==> src/include/supervisor_regs.vh <==
// Constants for the stand-alone and alarm-enable supervisor
`ifndef SUPERVISOR_REGS_VH
`define SUPERVISOR_REGS_VH
// Alarm-enable record field positions (byte*8 + bit)
`define REC_AUX_SUPPLY_LOSS_BIT    7
`define REC_IO_SUPPLY_LOSS_BIT     6
`define REC_ENC_SUPPLY_OVL_BIT     5
`define REC_ENC_SUPPLY_LOSS_BIT    4
`define REC_FRAME_OVERRUN_BIT      15
`define REC_BROKEN_WIRE_BIT        14
`define REC_OUT_OVL_LSB            16
`define REC_CARD_DIAG_BIT          31
`define REC_PROC_ALARM_LSB         32
`define REC_USED_MASK              64'h0000_00ff_80ff_c0f0
`define REC_RESET_VALUE            64'h0000_0000_0000_0000
// Memory-reset hold time in ms and cycles at 125 MHz
`define MEMORY_RESET_POSITION_HOLD_MS               3000
`define CLK_KHZ                    125000
`define MEMORY_RESET_POSITION_HOLD_CYCLES           (`MEMORY_RESET_POSITION_HOLD_MS * `CLK_KHZ)
`define BLINK_CYCLES               62500000
`endif

==> src/core/standalone_supervisor.v <==
// Operating state, alarm enables, memory reset and card supervision
`timescale 1ns/1ps
`include "supervisor_regs.vh"

// How it works
// - Stand-alone needs card, option, no backplane
// - Stand-alone: control reads zero, no host status
// - Stand-alone: fault lamp on enabled diagnostics
// - Load image at power-up; run only in RUN
// - Host record applies now; stored restores later
// - Byte 0 bits 7..4 supply alarm enables
// - Byte 1 bit7 overrun, bit6 broken wire
// - Byte 2 bit n enables output n overload
// - Byte 3 bit 7 enables card diagnostic
// - Byte 4 process enables; bytes 5-7 unused
// - Memory reset reloads, clears outputs, counters
// - STOP, hold, return STOP, hold again
// - Card removal does not disturb host-requested RUN; stand-alone RUN stops
// - Power-up without card: STOP, no RUN
// - Card removal lights both fault lamps
// - Card fault clears only on validation
// - Power-up loads card image else debug
module standalone_supervisor #(
  parameter [31:0] MEMORY_RESET_POSITION_HOLD = `MEMORY_RESET_POSITION_HOLD_CYCLES, // Memory-reset hold cycles
  parameter [31:0] BLINK     = `BLINK_CYCLES      // Half period of STOP blink
) (
  input  wire        sys_clk_i,          // 125 MHz clock
  input  wire        rst_i,              // Power-up reset, active high
  input  wire        card_present_i,     // Card in slot (pin)
  input  wire        card_valid_i,       // Card content checks good (pin)
  input  wire        backplane_i,        // I/O backplane detected (pin)
  input  wire        switch_run_i,       // Mode switch at RUN (pin)
  input  wire        switch_memory_reset_position_i,      // Mode switch at memory_reset_position (pin)
  input  wire        standalone_cfg_i,   // Stand-alone option in stored config
  input  wire [63:0] stored_record_i,    // Stored alarm_enable_record
  input  wire        parameter_write_call_i, // Host record write strobe
  input  wire [63:0] parameter_data_i,   // Host record contents
  input  wire        host_run_i,         // Host RUN request level
  input  wire        host_download_i,    // Download strobe from host tool
  input  wire [31:0] host_ctrl_i,        // Host control data
  input  wire [31:0] status_i,           // Block status for host
  input  wire [3:0]  supply_fault_i,     // Aux, io, enc overload, enc loss
  input  wire [1:0]  encoder_fault_i,    // Frame overrun, broken wire
  input  wire [7:0]  output_ovl_i,       // Output overload per output
  input  wire [7:0]  process_event_i,    // Process interrupt events
  output reg         standalone_o,       // Stand-alone operation
  output reg         run_o,              // Program executing
  output reg         load_image_o,       // Pulse: load image into logic
  output reg         use_debug_image_o,  // Image source is internal debug
  output reg         clear_all_o,        // Pulse: outputs off, counters clear
  output reg [31:0]  ctrl_o,             // Control data as seen by logic
  output reg [31:0]  host_status_o,      // Status data to host
  output reg [15:0]  diag_alarm_o,       // Enabled diagnostic alarms to host
  output reg [7:0]   process_alarm_o,    // Enabled process alarms to host
  output reg         system_fault_indicator_o, // System fault lamp
  output reg         card_fault_indicator_o,   // Card fault lamp
  output reg         stop_indicator_o    // STOP lamp
);
  localparam [2:0] M_IDLE = 3'd0, M_HOLD1 = 3'd1, M_WAIT_STOP = 3'd2,
                   M_HOLD2 = 3'd3, M_BLINK = 3'd4;

  wire [4:0] pins_s;
  wire       card_s     = pins_s[0];
  wire       valid_s    = pins_s[1];
  wire       back_s     = pins_s[2];
  wire       sw_run_s   = pins_s[3];
  wire       sw_memory_reset_position_s  = pins_s[4];

  sync_2ff #(.W(5)) u_sync (
    .sys_clk_i (sys_clk_i),
    .rst_i     (rst_i),
    .d_i       ({switch_memory_reset_position_i, switch_run_i, backplane_i, card_valid_i, card_present_i}),
    .q_o       (pins_s)
  );

  reg [63:0] record_reg;
  reg        boot_reg;
  reg        card_ok_reg;
  reg        card_prev_reg;
  reg        card_fault_reg;
  reg        host_run_prev_reg;
  reg [2:0]  memory_reset_position_reg;
  reg [31:0] cnt_reg;
  reg [31:0] blink_cnt_reg;
  reg        blink_reg;
  reg        stop_lamp_reg;
  reg        validate_reg;

  // Enabled alarm conditions
  wire [63:0] rec_used = record_reg & `REC_USED_MASK;
  wire [15:0] diag_en = {
    4'h0,
    rec_used[`REC_CARD_DIAG_BIT] & card_fault_reg,
    rec_used[`REC_OUT_OVL_LSB +: 8] & output_ovl_i,
    rec_used[`REC_FRAME_OVERRUN_BIT] & encoder_fault_i[1],
    rec_used[`REC_BROKEN_WIRE_BIT] & encoder_fault_i[0],
    rec_used[`REC_AUX_SUPPLY_LOSS_BIT] & supply_fault_i[3] |
    rec_used[`REC_IO_SUPPLY_LOSS_BIT] & supply_fault_i[2] |
    rec_used[`REC_ENC_SUPPLY_OVL_BIT] & supply_fault_i[1] |
    rec_used[`REC_ENC_SUPPLY_LOSS_BIT] & supply_fault_i[0]
  };
  wire [7:0] proc_en = rec_used[`REC_PROC_ALARM_LSB +: 8] & process_event_i;

  // Stand-alone qualification
  wire sa_next = card_s & valid_s & standalone_cfg_i & ~back_s;
  wire run_ok  = sw_run_s & card_ok_reg & (sa_next | host_run_i) & (memory_reset_position_reg == M_IDLE);
  wire host_restart = host_run_i & ~host_run_prev_reg;
  wire memory_reset_position_done = (memory_reset_position_reg == M_HOLD2) && (cnt_reg >= MEMORY_RESET_POSITION_HOLD - 32'd1);

  // Boot, image load and card validation
  always @(posedge sys_clk_i) begin
    if (rst_i) begin
      boot_reg          <= 1'b1;
      card_ok_reg       <= 1'b0;
      card_prev_reg     <= 1'b0;
      card_fault_reg    <= 1'b0;
      validate_reg      <= 1'b0;
      load_image_o      <= 1'b0;
      use_debug_image_o <= 1'b1;
      clear_all_o       <= 1'b0;
    end else begin
      card_prev_reg <= card_s;
      boot_reg      <= 1'b0;
      validate_reg  <= boot_reg | host_download_i | memory_reset_position_done;
      load_image_o  <= boot_reg | memory_reset_position_done;
      clear_all_o   <= memory_reset_position_done;
      if (validate_reg) begin
        card_ok_reg       <= card_s & valid_s;
        use_debug_image_o <= ~(card_s & valid_s);
      end
      // Card removal sets fault and wins over validation clear
      if (card_prev_reg & ~card_s) begin
        card_fault_reg <= 1'b1;
      end else if (validate_reg & card_s & valid_s) begin
        card_fault_reg <= 1'b0;
      end else if (validate_reg & ~card_s) begin
        card_fault_reg <= 1'b1;
      end
    end
  end

  // Host parameter record, restored on host restart
  always @(posedge sys_clk_i) begin
    if (rst_i) begin
      record_reg        <= `REC_RESET_VALUE;
      host_run_prev_reg <= 1'b0;
    end else begin
      host_run_prev_reg <= host_run_i;
      if (boot_reg | host_restart) begin
        record_reg <= stored_record_i;
      end else if (parameter_write_call_i) begin
        record_reg <= parameter_data_i & `REC_USED_MASK;
      end
    end
  end

  // Memory-reset switch sequence
  always @(posedge sys_clk_i) begin
    if (rst_i) begin
      memory_reset_position_reg <= M_IDLE;
      cnt_reg  <= 32'd0;
    end else begin
      case (memory_reset_position_reg)
        M_IDLE: begin
          cnt_reg <= 32'd0;
          if (sw_memory_reset_position_s & ~run_o) begin
            memory_reset_position_reg <= M_HOLD1;
          end
        end
        M_HOLD1: begin
          if (~sw_memory_reset_position_s) begin
            memory_reset_position_reg <= (cnt_reg >= MEMORY_RESET_POSITION_HOLD - 32'd1) ? M_WAIT_STOP : M_IDLE;
            cnt_reg  <= 32'd0;
          end else if (cnt_reg < MEMORY_RESET_POSITION_HOLD - 32'd1) begin
            cnt_reg <= cnt_reg + 32'd1;
          end
        end
        M_WAIT_STOP: begin
          if (sw_run_s) begin
            memory_reset_position_reg <= M_IDLE;
          end else if (sw_memory_reset_position_s) begin
            memory_reset_position_reg <= M_HOLD2;
          end
        end
        M_HOLD2: begin
          if (~sw_memory_reset_position_s) begin
            memory_reset_position_reg <= M_IDLE;
          end else if (memory_reset_position_done) begin
            memory_reset_position_reg <= M_BLINK;
          end else begin
            cnt_reg <= cnt_reg + 32'd1;
          end
        end
        M_BLINK: begin
          memory_reset_position_reg <= M_IDLE;
        end
        default: memory_reset_position_reg <= M_IDLE;
      endcase
    end
  end

  // STOP lamp with off pulse and blink during reset
  always @(posedge sys_clk_i) begin
    if (rst_i) begin
      blink_cnt_reg <= 32'd0;
      blink_reg     <= 1'b1;
      stop_lamp_reg <= 1'b1;
    end else begin
      if (memory_reset_position_reg == M_HOLD2) begin
        if (blink_cnt_reg >= BLINK - 32'd1) begin
          blink_cnt_reg <= 32'd0;
          blink_reg     <= ~blink_reg;
        end else begin
          blink_cnt_reg <= blink_cnt_reg + 32'd1;
        end
      end else begin
        blink_cnt_reg <= 32'd0;
        blink_reg     <= 1'b1;
      end
      if (memory_reset_position_reg == M_HOLD1) begin
        stop_lamp_reg <= (cnt_reg >= MEMORY_RESET_POSITION_HOLD - 32'd1);
      end else if (memory_reset_position_reg == M_HOLD2) begin
        stop_lamp_reg <= blink_reg;
      end else begin
        stop_lamp_reg <= ~run_ok;
      end
    end
  end

  // Registered outputs
  always @(posedge sys_clk_i) begin
    if (rst_i) begin
      standalone_o             <= 1'b0;
      run_o                    <= 1'b0;
      ctrl_o                   <= 32'h0000_0000;
      host_status_o            <= 32'h0000_0000;
      diag_alarm_o             <= 16'h0000;
      process_alarm_o          <= 8'h00;
      system_fault_indicator_o <= 1'b0;
      card_fault_indicator_o   <= 1'b0;
      stop_indicator_o         <= 1'b1;
    end else begin
      standalone_o <= sa_next;
      run_o        <= run_ok & ~memory_reset_position_done;
      ctrl_o       <= sa_next ? 32'h0000_0000 : host_ctrl_i;
      host_status_o   <= sa_next ? 32'h0000_0000 : status_i;
      diag_alarm_o    <= sa_next ? 16'h0000 : diag_en;
      process_alarm_o <= sa_next ? 8'h00 : proc_en;
      system_fault_indicator_o <= card_fault_reg | (|diag_en);
      card_fault_indicator_o   <= card_fault_reg;
      stop_indicator_o         <= stop_lamp_reg;
    end
  end
endmodule // standalone_supervisor

==> src/core/sync_2ff.v <==
// Two-flip-flop synchroniser for a group of pin levels
`timescale 1ns/1ps
module sync_2ff #(
  parameter W = 1
) (
  input  wire         sys_clk_i, // System clock
  input  wire         rst_i,     // Reset, unused by both stages
  input  wire [W-1:0] d_i,       // Asynchronous levels
  output reg  [W-1:0] q_o        // Synchronised levels
);
  reg [W-1:0] meta_reg;

  // First stage feeds only the second; no reset, so pin levels settle while reset holds
  // and boot validation sees the real card state
  always @(posedge sys_clk_i) begin
    meta_reg <= d_i;
    q_o      <= meta_reg;
  end
endmodule // sync_2ff

==> config.mk <==
export PLATFORM = sky130hd
export DESIGN_NAME = standalone_supervisor
export DESIGN_NICKNAME = d
export VERILOG_FILES = /design/src/core/standalone_supervisor.v /design/src/core/sync_2ff.v
export VERILOG_INCLUDE_DIRS = /design/src /design/src/include
export SDC_FILE = /design/constraint.sdc
export NUM_CORES = 1
export LEC_CHECK = 0
export ABC_AREA = 1
export BUFFER_PORTS_ARGS = -buffer_cell sky130_fd_sc_hd__buf_4
export CELL_PAD_IN_SITES_DETAIL_PLACEMENT = 0
export CELL_PAD_IN_SITES_GLOBAL_PLACEMENT = 1
export CORE_MARGIN = 8
export CORE_UTILIZATION = 37
export CTS_CLUSTER_DIAMETER = 60
export DETAILED_ROUTE_END_ITERATION = 7
export GPL_TIMING_DRIVEN = 0
export PLACE_DENSITY = 0.95
export SETUP_SLACK_MARGIN = 0.05
export SLEW_MARGIN = 20
export SYNTH_ARGS = -nofsm -noshare
export SYNTH_HDL_FRONTEND = slang
export SYNTH_SLANG_ARGS = --single-unit
==> constraint.sdc <==
create_clock -name sys_clk_i -period 5.7 [get_ports sys_clk_i]
set_clock_uncertainty 0.15 [all_clocks]
set_input_delay 0.285 -clock sys_clk_i [delete_from_list [all_inputs] [get_ports sys_clk_i]]
set_output_delay 0.285 -clock sys_clk_i [all_outputs]
set_load 0.05 [all_outputs]
==> impl_results.md, run 1 <==
* Filler cells at 1949
* Die H at 166 um
* Gr ovfl total at 0
* Post-route clock period utilization at 51.1%
* Largest area contributor in the netlist: dfxtp_1
* Crit path DAT at 3150 ps
* Core Area at 21900 sq um
* Post-synth EDFFs at 0
* DRT Wirelength at 27500 um
* Most frequent cell after synthesis: nor2_1
* DRT antenna net count at 0
* Final setup TNS at 0 ps
* Flops & latches, synth at 200
* Vias in the first global route at 8336
* Dpl cells at 1619
* RSZ-0062 raised after global routing: no
* Die width at 166 um
* Worst hold slack at 21.5 ps
* Clock latency on the worst-skew pair at 450 ps
* Drt wl/cell at 15.4 um
* GRT Util Overall at 19.7%
* Slew Viols, Final at 0
* H-tree Lvls at 4
* Number of synthesis warnings at 0
* Top cells by area, synth: dfxtp_1, nor2_1, nand2_1
* Synth cell count leaders: nor2_1, dfxtp_1, nand2_1, inv_1, nand3_1
* # port buffers at 233
* Drt pass-1 iters at 5
* Unique cell type count in the Yosys netlist at 51
* Clock transition at path regs at 80 ps
* Post-route cell area at 12300 sq um
* Critical path's slowest cell: dlygate4sd3_1
* Pwr Density at 287 nW/um^2
* Synthesized instance count at 1097
* CTS tree: done
* CTS Sinks at 200
* Clock power frac at 36.4%
* Hold EP: record_reg[4]
* Antenna violations before repair at 0
* NumNets Final at 1713
* Critical Path End Type: register
* Row cnt at 54
* Mapped Area at 8280 sq um
* Largest net degree at the start of global routing at 25
* TritonCTS buffer count at 17
* Layout area overhead at 49.1%
* Reg power frac at 42.5%
* HPWL after DPL at 19200 um
* Maxcap violations at 0
* Hold path depth at 3
* VDD IR max at 194 uV
* Share of cells above drive strength 1 at 23.5%
* RR Startpoint: boot_reg
* R2r setup slk at 3080 ps
* Final Hold Fails at 0
* Final min period at 2910 ps
* Fraction of registers with async set/reset at 0%
* Leakage at 5.44 nW
* Max_slew headroom at 48.5%
* Required time of the critical path at 5940 ps
* Internal Pwr Total at 0.00238 W
* Placed Area at 10400 sq um
* Vias at 8519
* F_max at 0.343 GHz
* Reg-to-reg endpoint: record_reg[37]
* R2R depth at 5
* Synth top area share at 48.4%
* Fin cells at 1780
* DRC viols at 0
* Switching portion of total power at 32.9%
* Crit-path cells: dlygate4sd3_1 -> buf_4 -> inv_1 -> nor2_1 -> nor2_1 -> clkbuf_1 -> nor2_1 -> a311oi_1 -> dlygate4sd3_1
* Logic pwr share at 21.1%
* Via density at 4.79
* Routability congestion estimate at 0.884
* Clock tree buffer depth at 2
* First-pass GRT wire length at 42500 um
* Synthesized area per cell at 7.55 sq um
* Starting Density at 37.8%
* Slew of the pin with the lowest slew margin at 772 ps
* Max incr delay on CP at 590 ps
* Clock tree root driver cell: clkbuf_16
* HP Class: input pin to register
* Post-synthesis sequential area ratio at 48.4%
* Detailed Route Iter0 Violations at 516
* Top FF cell, synth: dfxtp_1
* Post-CTS Setup Inserts at 0
* Min-delay src: stored_record_i[4]
* Status: finished clean
* Most used cell, CP: nor2_1
* Crit-path max FO at 10
* Worst setup SP type: input pin
* Critical path type: input pin to register
* Total power at 0.00355 W
* Net load switching power at 0.00117 W
* Die area at 27400 sq um
* # IOs at 321
* Final setup fails at 0
[how the worst max path moves through the flow]
stage,cells past startpoint,to,start
finish,9,record_reg[37],host_run_i
global route,9,record_reg[20],host_run_i
CTS,9,record_reg[20],host_run_i
global placement,11,cnt_reg[26],cnt_reg[0]
floorplan,14,cnt_reg[9],cnt_reg[0]
detailed placement,11,cnt_reg[26],cnt_reg[0]
[power by group through the flow]
stage                     Clock (W)  Sequential (W)  Combinational, W
final                       0.00129         0.00151          0.000748
after global routing        0.00137         0.00152          0.000800
after global placement            0         0.00154          0.000654
after floorplan                   0         0.00165          0.000314
after CTS                   0.00131         0.00151          0.000739
after detailed placement          0         0.00154          0.000659
[cells in the final DEF (no fill, tap or decap), types with 3 or more instances in the layout]
| master | count |
|---|---|
| inv_1 | 146 |
| clkbuf_16 | 17 |
| nor2_4 | 3 |
| nor2_1 | 221 |
| a211oi_1 | 4 |
| xor2_1 | 13 |
| nand2_1 | 192 |
| nor2_2 | 5 |
| buf_2 | 7 |
| buf_1 | 8 |
| dfxtp_1 | 200 |
| dlygate4sd3_1 | 128 |
| a31oi_1 | 3 |
| nand2_2 | 26 |
| conb_1 | 10 |
| or2_2 | 4 |
| buf_4 | 239 |
| inv_12 | 5 |
| a21oi_2 | 23 |
| nor3_1 | 23 |
| clkinv_8 | 5 |
| nand3_1 | 62 |
| a21oi_1 | 30 |
| a311oi_1 | 20 |
| clkbuf_1 | 18 |
| nand4_1 | 22 |
| o21ai_0 | 20 |
| nor3b_1 | 6 |
[area by class of cell]
cell class,count,area (sq um),share of cell area [%]
Buffer,42,219,1.77
Sequential cell,200,4000,32.4
Clock buffer,17,425,3.45
Clock inverter,15,219,1.77
Timing Repair Buffer,361,3030,24.6
Multi-Input combinational cell,716,3530,28.6
Tap cell,280,350,2.84
Antenna cell,1,2.50,0.0203
Inverter,148,556,4.50
[worst max-delay path, delay by kind of cell]
kind,cells,cell delay [ps]
AND/OR/NAND/NOR,3,740
AO/OA/AOI/OAI,1,270
buffers and inverters,5,1840
[cells by family after synthesis]
| logic type | count (synthesis) | synth area share, % |
|---|---|---|
| xor gates and xnor gates | 15 | 1.59 |
| adders and majority gates | 2 | 0.302 |
| DFF | 200 | 48.4 |
| other | 1 | 0.0453 |
| buffers and inverters | 190 | 9.36 |
| AOI/OAI and AO/OA | 113 | 9.55 |
| and+or+nand+nor | 576 | 30.8 |
[timing repair]
| action | 4_1_cts | 5_1_grt |
|---|---|---|
| setup endpoints to repair | 0 | 0 |
| resized for setup | 0 | 0 |
| endpoints found under the hold margin | 114 | 0 |
| hold buffers | 128 | 0 |
[routing by layer]
layer  part of all wire (%)  GRT usage [%]
met3                    6.5           4.36
met2                     48           32.9
met4                    3.4           8.73
met5                      0              0
met1                     42           23.9
[through the flow]
stage	setup WS [ps]	utilization (%)
detailed placement	3190	47.6
CTS	2950	56.4
global placement	3200	47.6
finish	2790	56.4
floorplan	3740	-
global route	2690	56.4
Power figures use the tool's default switching activity.
==> inputs of run 2 (changes only) <==
--- a/config.mk
+++ b/config.mk
@@ -6,16 +6,16 @@
 export SDC_FILE = /design/constraint.sdc
 export NUM_CORES = 1
 export LEC_CHECK = 0
-export ABC_AREA = 1
+export ABC_AREA = 0
 export BUFFER_PORTS_ARGS = -buffer_cell sky130_fd_sc_hd__buf_4
 export CELL_PAD_IN_SITES_DETAIL_PLACEMENT = 0
 export CELL_PAD_IN_SITES_GLOBAL_PLACEMENT = 1
 export CORE_MARGIN = 8
-export CORE_UTILIZATION = 37
+export CORE_UTILIZATION = 31
 export CTS_CLUSTER_DIAMETER = 60
 export DETAILED_ROUTE_END_ITERATION = 7
 export GPL_TIMING_DRIVEN = 0
-export PLACE_DENSITY = 0.95
+export PLACE_DENSITY = 0.87
 export SETUP_SLACK_MARGIN = 0.05
 export SLEW_MARGIN = 20
 export SYNTH_ARGS = -nofsm -noshare
==> constraint.sdc (replaced) <==
create_clock -name sys_clk_i -period 2.4 [get_ports sys_clk_i]
set_clock_uncertainty 0.15 [all_clocks]
set_input_delay 0.12 -clock sys_clk_i [delete_from_list [all_inputs] [get_ports sys_clk_i]]
set_output_delay 0.12 -clock sys_clk_i [all_outputs]
set_load 0.05 [all_outputs]
==> run 2 against run 1 <==
  * Register-to-register slack lost 3000 ps
  * Critical path type is now register to register
  * Sequential share of layout area grew 1.5 points
  * First-iteration DRC count shrank 30%
  * Non-clock buffer count grew 19
  * Setup slack lost 2700 ps
  * Clock power grew 140%
  * Flip-flop and latch count is the same
==> impl_results.md, run 2 <==
* Via density at 4.64 (-3.0%)
* Detailed Route Iter0 Violations at 360 (-30%)
* Critical path's slowest cell: or3b_4
* CTS tree: done
* Most common cell after layout, fill and taps aside: buf_4
* Crit path DAT at 2550 ps (-600 ps)
* Largest area contributor in the netlist: dfxtp_1
* Gr ovfl total at 0 (unchanged)
* Total power at 0.00772 W (+120%)
* DRT Wirelength at 24600 um (-10%)
* Drt pass-1 iters at 5 (unchanged)
* H-tree Lvls at 4 (unchanged)
* RSZ-0062 raised after global routing: yes
* Logic pwr share at 14.3% (-6.8 points)
* Crit-path max FO at 7 (-3)
* Final Hold Fails at 0 (unchanged)
* Crit-path cells: or3b_4 -> nor4b_4 -> o2111ai_4 -> a31oi_4 -> buf_6 -> buf_12 -> and2_4
* CTS Sinks at 200 (unchanged)
* Crit path max-delay family: simple AND/OR/NAND/NOR gates
* Final setup fails at 0 (unchanged)
* Antenna violations before repair at 2 (+2)
* Vias at 6909 (-19%)
* TritonCTS buffer count at 17 (unchanged)
* Pre-CTS WS at -156 ps (-3340 ps)
* Post-route clock period utilization at 97.2%
* Core Area at 23300 sq um (+6.6%)
* DRC viols at 0 (unchanged)
* Pwr Density at 654 nW/um^2 (+130%)
* Required time of the critical path at 2620 ps (-3320 ps)
* Slew Viols, Final at 0 (unchanged)
* Synthesized instance count at 745 (-32%)
* Synth cell count leaders: dfxtp_1, nor2_1, and2_1, nand2_1
* Maxcap violations at 0 (unchanged)
* Die area at 28800 sq um (+4.9%)
* Row cnt at 56 (+3.7%)
* Internal Pwr Total at 0.00573 W (+140%)
* Clock tree buffer depth at 2 (unchanged)
* Fraction of registers with async set/reset at 0% (unchanged)
* Drt wl/cell at 16.5 um (+7.3%)
* HP Class: input pin to register
* First-pass GRT wire length at 38800 um (-8.6%)
* Fin util at 50.6% (-5.8 points)
* Synth top area share at 54.7% (+6.4 points)
* Clock power frac at 40.3% (+3.9 points)
* Top FF cell, synth: dfxtp_1
* HPWL after DPL at 16300 um (-15%)
* Status: finished clean
* Placed Area at 9500 sq um (-8.8%)
* Final setup TNS at 0 ps (unchanged)
* Critical Path End Type: register
* # port buffers at 233 (unchanged)
* Starting Density at 31.3% (-6.5 points)
* Clock latency on the worst-skew pair at 430 ps (-20 ps)
* Clock tree root driver cell: clkbuf_16
* Synthesized area per cell at 9.82 sq um (+30%)
* Slew of the pin with the lowest slew margin at 802 ps (+29.8 ps)
* Post-synthesis sequential area ratio at 54.7% (+6.4 points)
* NumNets Final at 1383 (-19%)
* DRT antenna net count at 0 (unchanged)
* Share of cells above drive strength 1 at 28.8% (+5.3 points)
* Worst setup SP type: register
* Vias in the first global route at 7300 (-12%)
* Switching portion of total power at 25.8% (-7.1 points)
* Net load switching power at 0.00199 W (+70%)
* Die width at 170 um (+2.4%)
* VDD IR max at 515 uV (+170%)
* Die H at 170 um (+2.4%)
* F_max at 0.429 GHz
* # IOs at 321 (unchanged)
* Buffers & Inverters on Critical Path at 2 (-3)
* Routability congestion estimate at 0.811 (-8.2%)
* Mapped Area at 7310 sq um (-12%)
* Commonest non-fill, non-tap cells in the layout: buf_4, dfxtp_1, dlygate4sd3_1
* Final WS setup at 68.3 ps (-2720 ps)
* Critical path type: register to register
* Max incr delay on CP at 410 ps (-180 ps)
* Max_slew headroom at 46.5% (-2.0 points)
* Number of synthesis warnings at 0 (unchanged)
* Largest net degree at the start of global routing at 19 (-24%)
* Post-synth EDFFs at 0 (unchanged)
* Reg power frac at 45.4% (+2.9 points)
* Unique cell type count in the Yosys netlist at 60 (+18%)
* Clock transition at path regs at 70 ps (about the same)
* GRT Util Overall at 16.9% (-2.8 points)
* Leakage at 4.96 nW (-8.9%)
* Flops & latches, synth at 200 (unchanged)
* Most frequent cell after synthesis: dfxtp_1
* Final min period at 2330 ps
* Top cells by area, synth: dfxtp_1, and2_1, nor2_1
* Layout area overhead at 61.5%
* Post-route cell area at 11800 sq um (-4.3%)
## run 2: cell types whose count changed in the layout (fill, tap and decap cells not counted), sizes merged, moves of 35 or more
cell / before / now
and2: 0 / 72
nand2: 220 / 42
inv: 157 / 15
nor2: 229 / 87
nand3: 64 / 23
a21oi: 53 / 18
## run 2: final timing paths
path                    end              startpoint  slack [ps]  cells past startpoint
min reg2reg   u_sync.q_o[2]      u_sync.meta_reg[2]         190                      0
min          record_reg[33]  parameter_write_call_i          50                      3
max             cnt_reg[31]             cnt_reg[27]          70                      7
max reg2reg     cnt_reg[31]             cnt_reg[27]          70                      7
## run 2: power groups by stage
| stage | registers (W) | clock network (W) | logic, W |
|---|---|---|---|
| floorplan | 0.00384 | 0 | 0.000230 |
| global placement | 0.00358 | 0 | 0.000876 |
| detailed placement | 0.00358 | 0 | 0.000886 |
| CTS | 0.00350 | 0.00317 | 0.00108 |
| global route | 0.00352 | 0.00331 | 0.00116 |
| finish | 0.00351 | 0.00311 | 0.00110 |
## run 2: per-layer routing
layer	GRT usage, %	routed length [um]	share of wire (%)	vias to the layer above
li1	-	-	-	3419
met3	4.47	1380	5.6	36
met5	0	0	0	-
met2	30.4	13100	53	191
met4	6.46	600	2.4	0
met1	18.7	9560	39	3263
## run 2: timing repair
item / CTS / global route
setup endpoints to repair: 86 / 97
resized for setup: 8 / 38
hold endpoints to repair: 119 / 0
gates cloned: 1 / 0
pin swaps: 3 / 11
setup buffers: 2 / 10
hold buffers: 139 / 0
## run 2: worst reg2reg max path: cells and delay by family (launching register included)
family / cells / cell delay [ps]
compound gates: 2 / 600
simple gates: 3 / 870
flops: 1 / 350
buf+inv: 2 / 310
## run 2: stage by stage
step / cells / hold slack, ps
global placement: 1306 / 75.2
detailed placement: 1306 / 76.0
finish: 1489 / 49.6
global route: 1489 / 74.5
CTS: 1478 / 6.75
floorplan: 754 / -2.28
## run 2: final cells by class
| class | count | area (sq um) |
|---|---|---|
| fillers | 2060 | 11500 |
| flip-flops and latches | 200 | 4010 |
| repair buffers | 384 | 3260 |
| multi-input cells | 503 | 3240 |
| clock buffers | 17 | 425 |
| well taps | 319 | 399 |
| clock inverters | 14 | 218 |
| plain buffers | 38 | 209 |
| inverters | 12 | 45.0 |
| diodes | 2 | 5.00 |
## run 2: cell families (layout without fill, tap and decap cells)
group	after synthesis	in the layout	share of synthesized area, %
other cells	1	12	0.0513
simple gates	313	313	22.8
fa+ha+maj	2	2	0.342
flops	200	200	54.7
mux	23	23	3.15
compound gates	129	130	12.5
buf+inv	52	465	3.47
xor+xnor	25	25	2.99
==> inputs of run 3 (changes only) <==
--- a/config.mk
+++ b/config.mk
@@ -16,6 +16,7 @@
 export DETAILED_ROUTE_END_ITERATION = 7
 export GPL_TIMING_DRIVEN = 0
 export PLACE_DENSITY = 0.87
+export REMOVE_ABC_BUFFERS = 1
 export SETUP_SLACK_MARGIN = 0.05
 export SLEW_MARGIN = 20
 export SYNTH_ARGS = -nofsm -noshare
==> run 3 against run 2 <==
  * Fmax is 3.6% higher
  * Total power decreased by 2.5%
  * Routed wire length shrank 5.8%
  * Register-to-register slack improved by 80 ps
  * Flip-flop and latch count did not move
  * Largest cell class unchanged
==> impl_results.md, run 3 (same netlist as run 2, synthesis figures left out) <==
* Crit path DAT at 2420 ps (-130 ps)
* CTS Sinks at 200 (unchanged)
* Crit-path max FO at 15 (+8)
* RR Startpoint: cnt_reg[17]
* CP Launch Point: cnt_reg[17]
* Routed length on met2 at 11600 um (-12%)
* Total power at 0.00753 W (-2.5%)
* Detailed Route Iter0 Violations at 311 (-14%)
* H-tree Lvls at 4 (unchanged)
* # IOs at 321 (unchanged)
* Final Hold Fails at 0 (unchanged)
* HP Class: input pin to register
* Worst setup SP type: register
* R2R depth at 7 (unchanged)
* Clock transition at path regs at 80 ps (about the same)
* Met1 WL at 10000 um (+5.2%)
* F_max at 0.444 GHz (+3.6%)
* Largest net degree at the start of global routing at 58 (+39)
* Slew of the pin with the lowest slew margin at 817 ps (+14.6 ps)
* Layout area overhead at 58.7%
* Critical path type: register to register
* Via density at 4.66 (+0.51%)
* Filler cells at 2082 (+1.1%)
* First-pass GRT wire length at 36300 um (-6.4%)
* Min-delay src: backplane_i
* Clock tree buffer depth at 2 (unchanged)
* DRT antenna net count at 0 (unchanged)
* Clock latency on the worst-skew pair at 440 ps (about the same)
* Vias at 6786 (-1.8%)
* Status: finished clean
* Final setup fails at 0 (unchanged)
* VDD IR max at 474 uV (-7.9%)
* Leakage at 4.87 nW (-1.7%)
* GRT Util Overall at 15.7% (-1.2 points)
* Die H at 170 um (unchanged)
* TritonCTS buffer count at 17 (unchanged)
* Routability congestion estimate at 0.762 (-6.0%)
* Required time of the critical path at 2570 ps (-50 ps)
* Starting Density at 31.3% (unchanged)
* Share of cells above drive strength 1 at 28.0% (-0.75 points)
* Maxcap violations at 0 (unchanged)
* Top Layer Used: met5
* DRC viols at 0 (unchanged)
* Pwr Density at 649 nW/um^2 (-0.79%)
* DRT Wirelength at 23200 um (-5.8%)
* Multi-input gate area at 3240 sq um (about the same)
* Clock tree root driver cell: clkbuf_16
* Commonest non-fill, non-tap cells in the layout: buf_4, dfxtp_1, dlygate4sd3_1
* Final min period at 2250 ps (-82.0 ps)
* Worst hold slack at 174 ps (+125 ps)
* Hold path depth at 2 (-1)
* Antenna violations before repair at 2 (unchanged)
* Row cnt at 56 (unchanged)
* Most common cell after layout, fill and taps aside: buf_4
* HPWL after DPL at 14800 um (-9.0%)
* # port buffers at 234 (+0.43%)
* RSZ-0062 raised after global routing: no
* Critical Path End Type: register
* Slew Viols, Final at 0 (unchanged)
* CTS tree: done
* Die width at 170 um (unchanged)
* Post-route clock period utilization at 93.7% (-3.4 points)
* Drt pass-1 iters at 5 (unchanged)
* NumNets Final at 1349 (-2.5%)
* Vias in the first global route at 6849 (-6.2%)
* Drt wl/cell at 16.0 um (-3.6%)
* Metal3 WL at 1250 um (-9.3%)
* Max_slew headroom at 45.4% (-1.1 points)
* Core Area at 23300 sq um (unchanged)
* Storage element area at 4010 sq um (-0.16%)
* Gr ovfl total at 0 (unchanged)
* Die area at 28800 sq um (unchanged)
-- run 3: worst paths after layout --
path                         to  slack, ps
max                 cnt_reg[28]        150
min          u_sync.meta_reg[2]        170
max reg2reg         cnt_reg[28]        150
min reg2reg       u_sync.q_o[1]        180
-- run 3: area by class of cell --
class | instances | area share, %
Clock buffer | 17 | 3.67
Sequential cell | 200 | 34.5
Antenna cell | 1 | 0.0216
Inverter | 12 | 0.388
Multi-Input combinational cell | 505 | 27.9
Timing Repair Buffer | 386 | 28.5
Clock inverter | 15 | 1.59
Tap cell | 319 | 3.44
-- run 3: timing repair --
item                                    in CTS  in global routing
pin swaps                                    5                  5
hold buffers                               139                  0
cloned                                       2                  1
endpoints found under the setup margin      28                 64
endpoints found under the hold margin      118                  0
resized for setup                            8                 11
setup buffers                                5                  6
-- run 3: through the flow --
step	instance area, sq um	std cells	setup TNS (ps)	worst slack [ps]	utilization [%]
floorplan	7140	714	-16610	-204	-
global placement	9290	1267	-183200	-2030	39.8
detailed placement	9370	1269	-8380	-388	40.1
CTS	11500	1447	0	56.8	49.3
global route	11600	1455	0	20.6	49.7
finish	11600	1455	0	150	49.7
-- run 3: power breakdown --
group | leakage (nW) | total, W | switching, W | internal [W]
logic | 2.94 | 0.00110 | 0.000581 | 0.000518
registers | 1.65 | 0.00350 | 0.0000562 | 0.00345
clock network | 0.292 | 0.00292 | 0.00142 | 0.00150
total | 4.87 | 0.00753 | 0.00206 | 0.00547
-- run 3: metal layers --
| metal | GRT usage [%] | up-vias |
|---|---|---|
| li1 | - | 3357 |
| met1 | 18.7 | 3207 |
| met2 | 27.2 | 194 |
| met3 | 4.47 | 26 |
| met4 | 4.39 | 2 |
| met5 | 0 | - |
-- run 3: worst max-delay path, stage by stage (launching register included) --
cell	delay (ps)
dfxtp_1	400
or2b_1	250
nor4_2	430
o2111ai_4	290
buf_4	210
nand3_4	180
or3_1	140
nand3_1	60
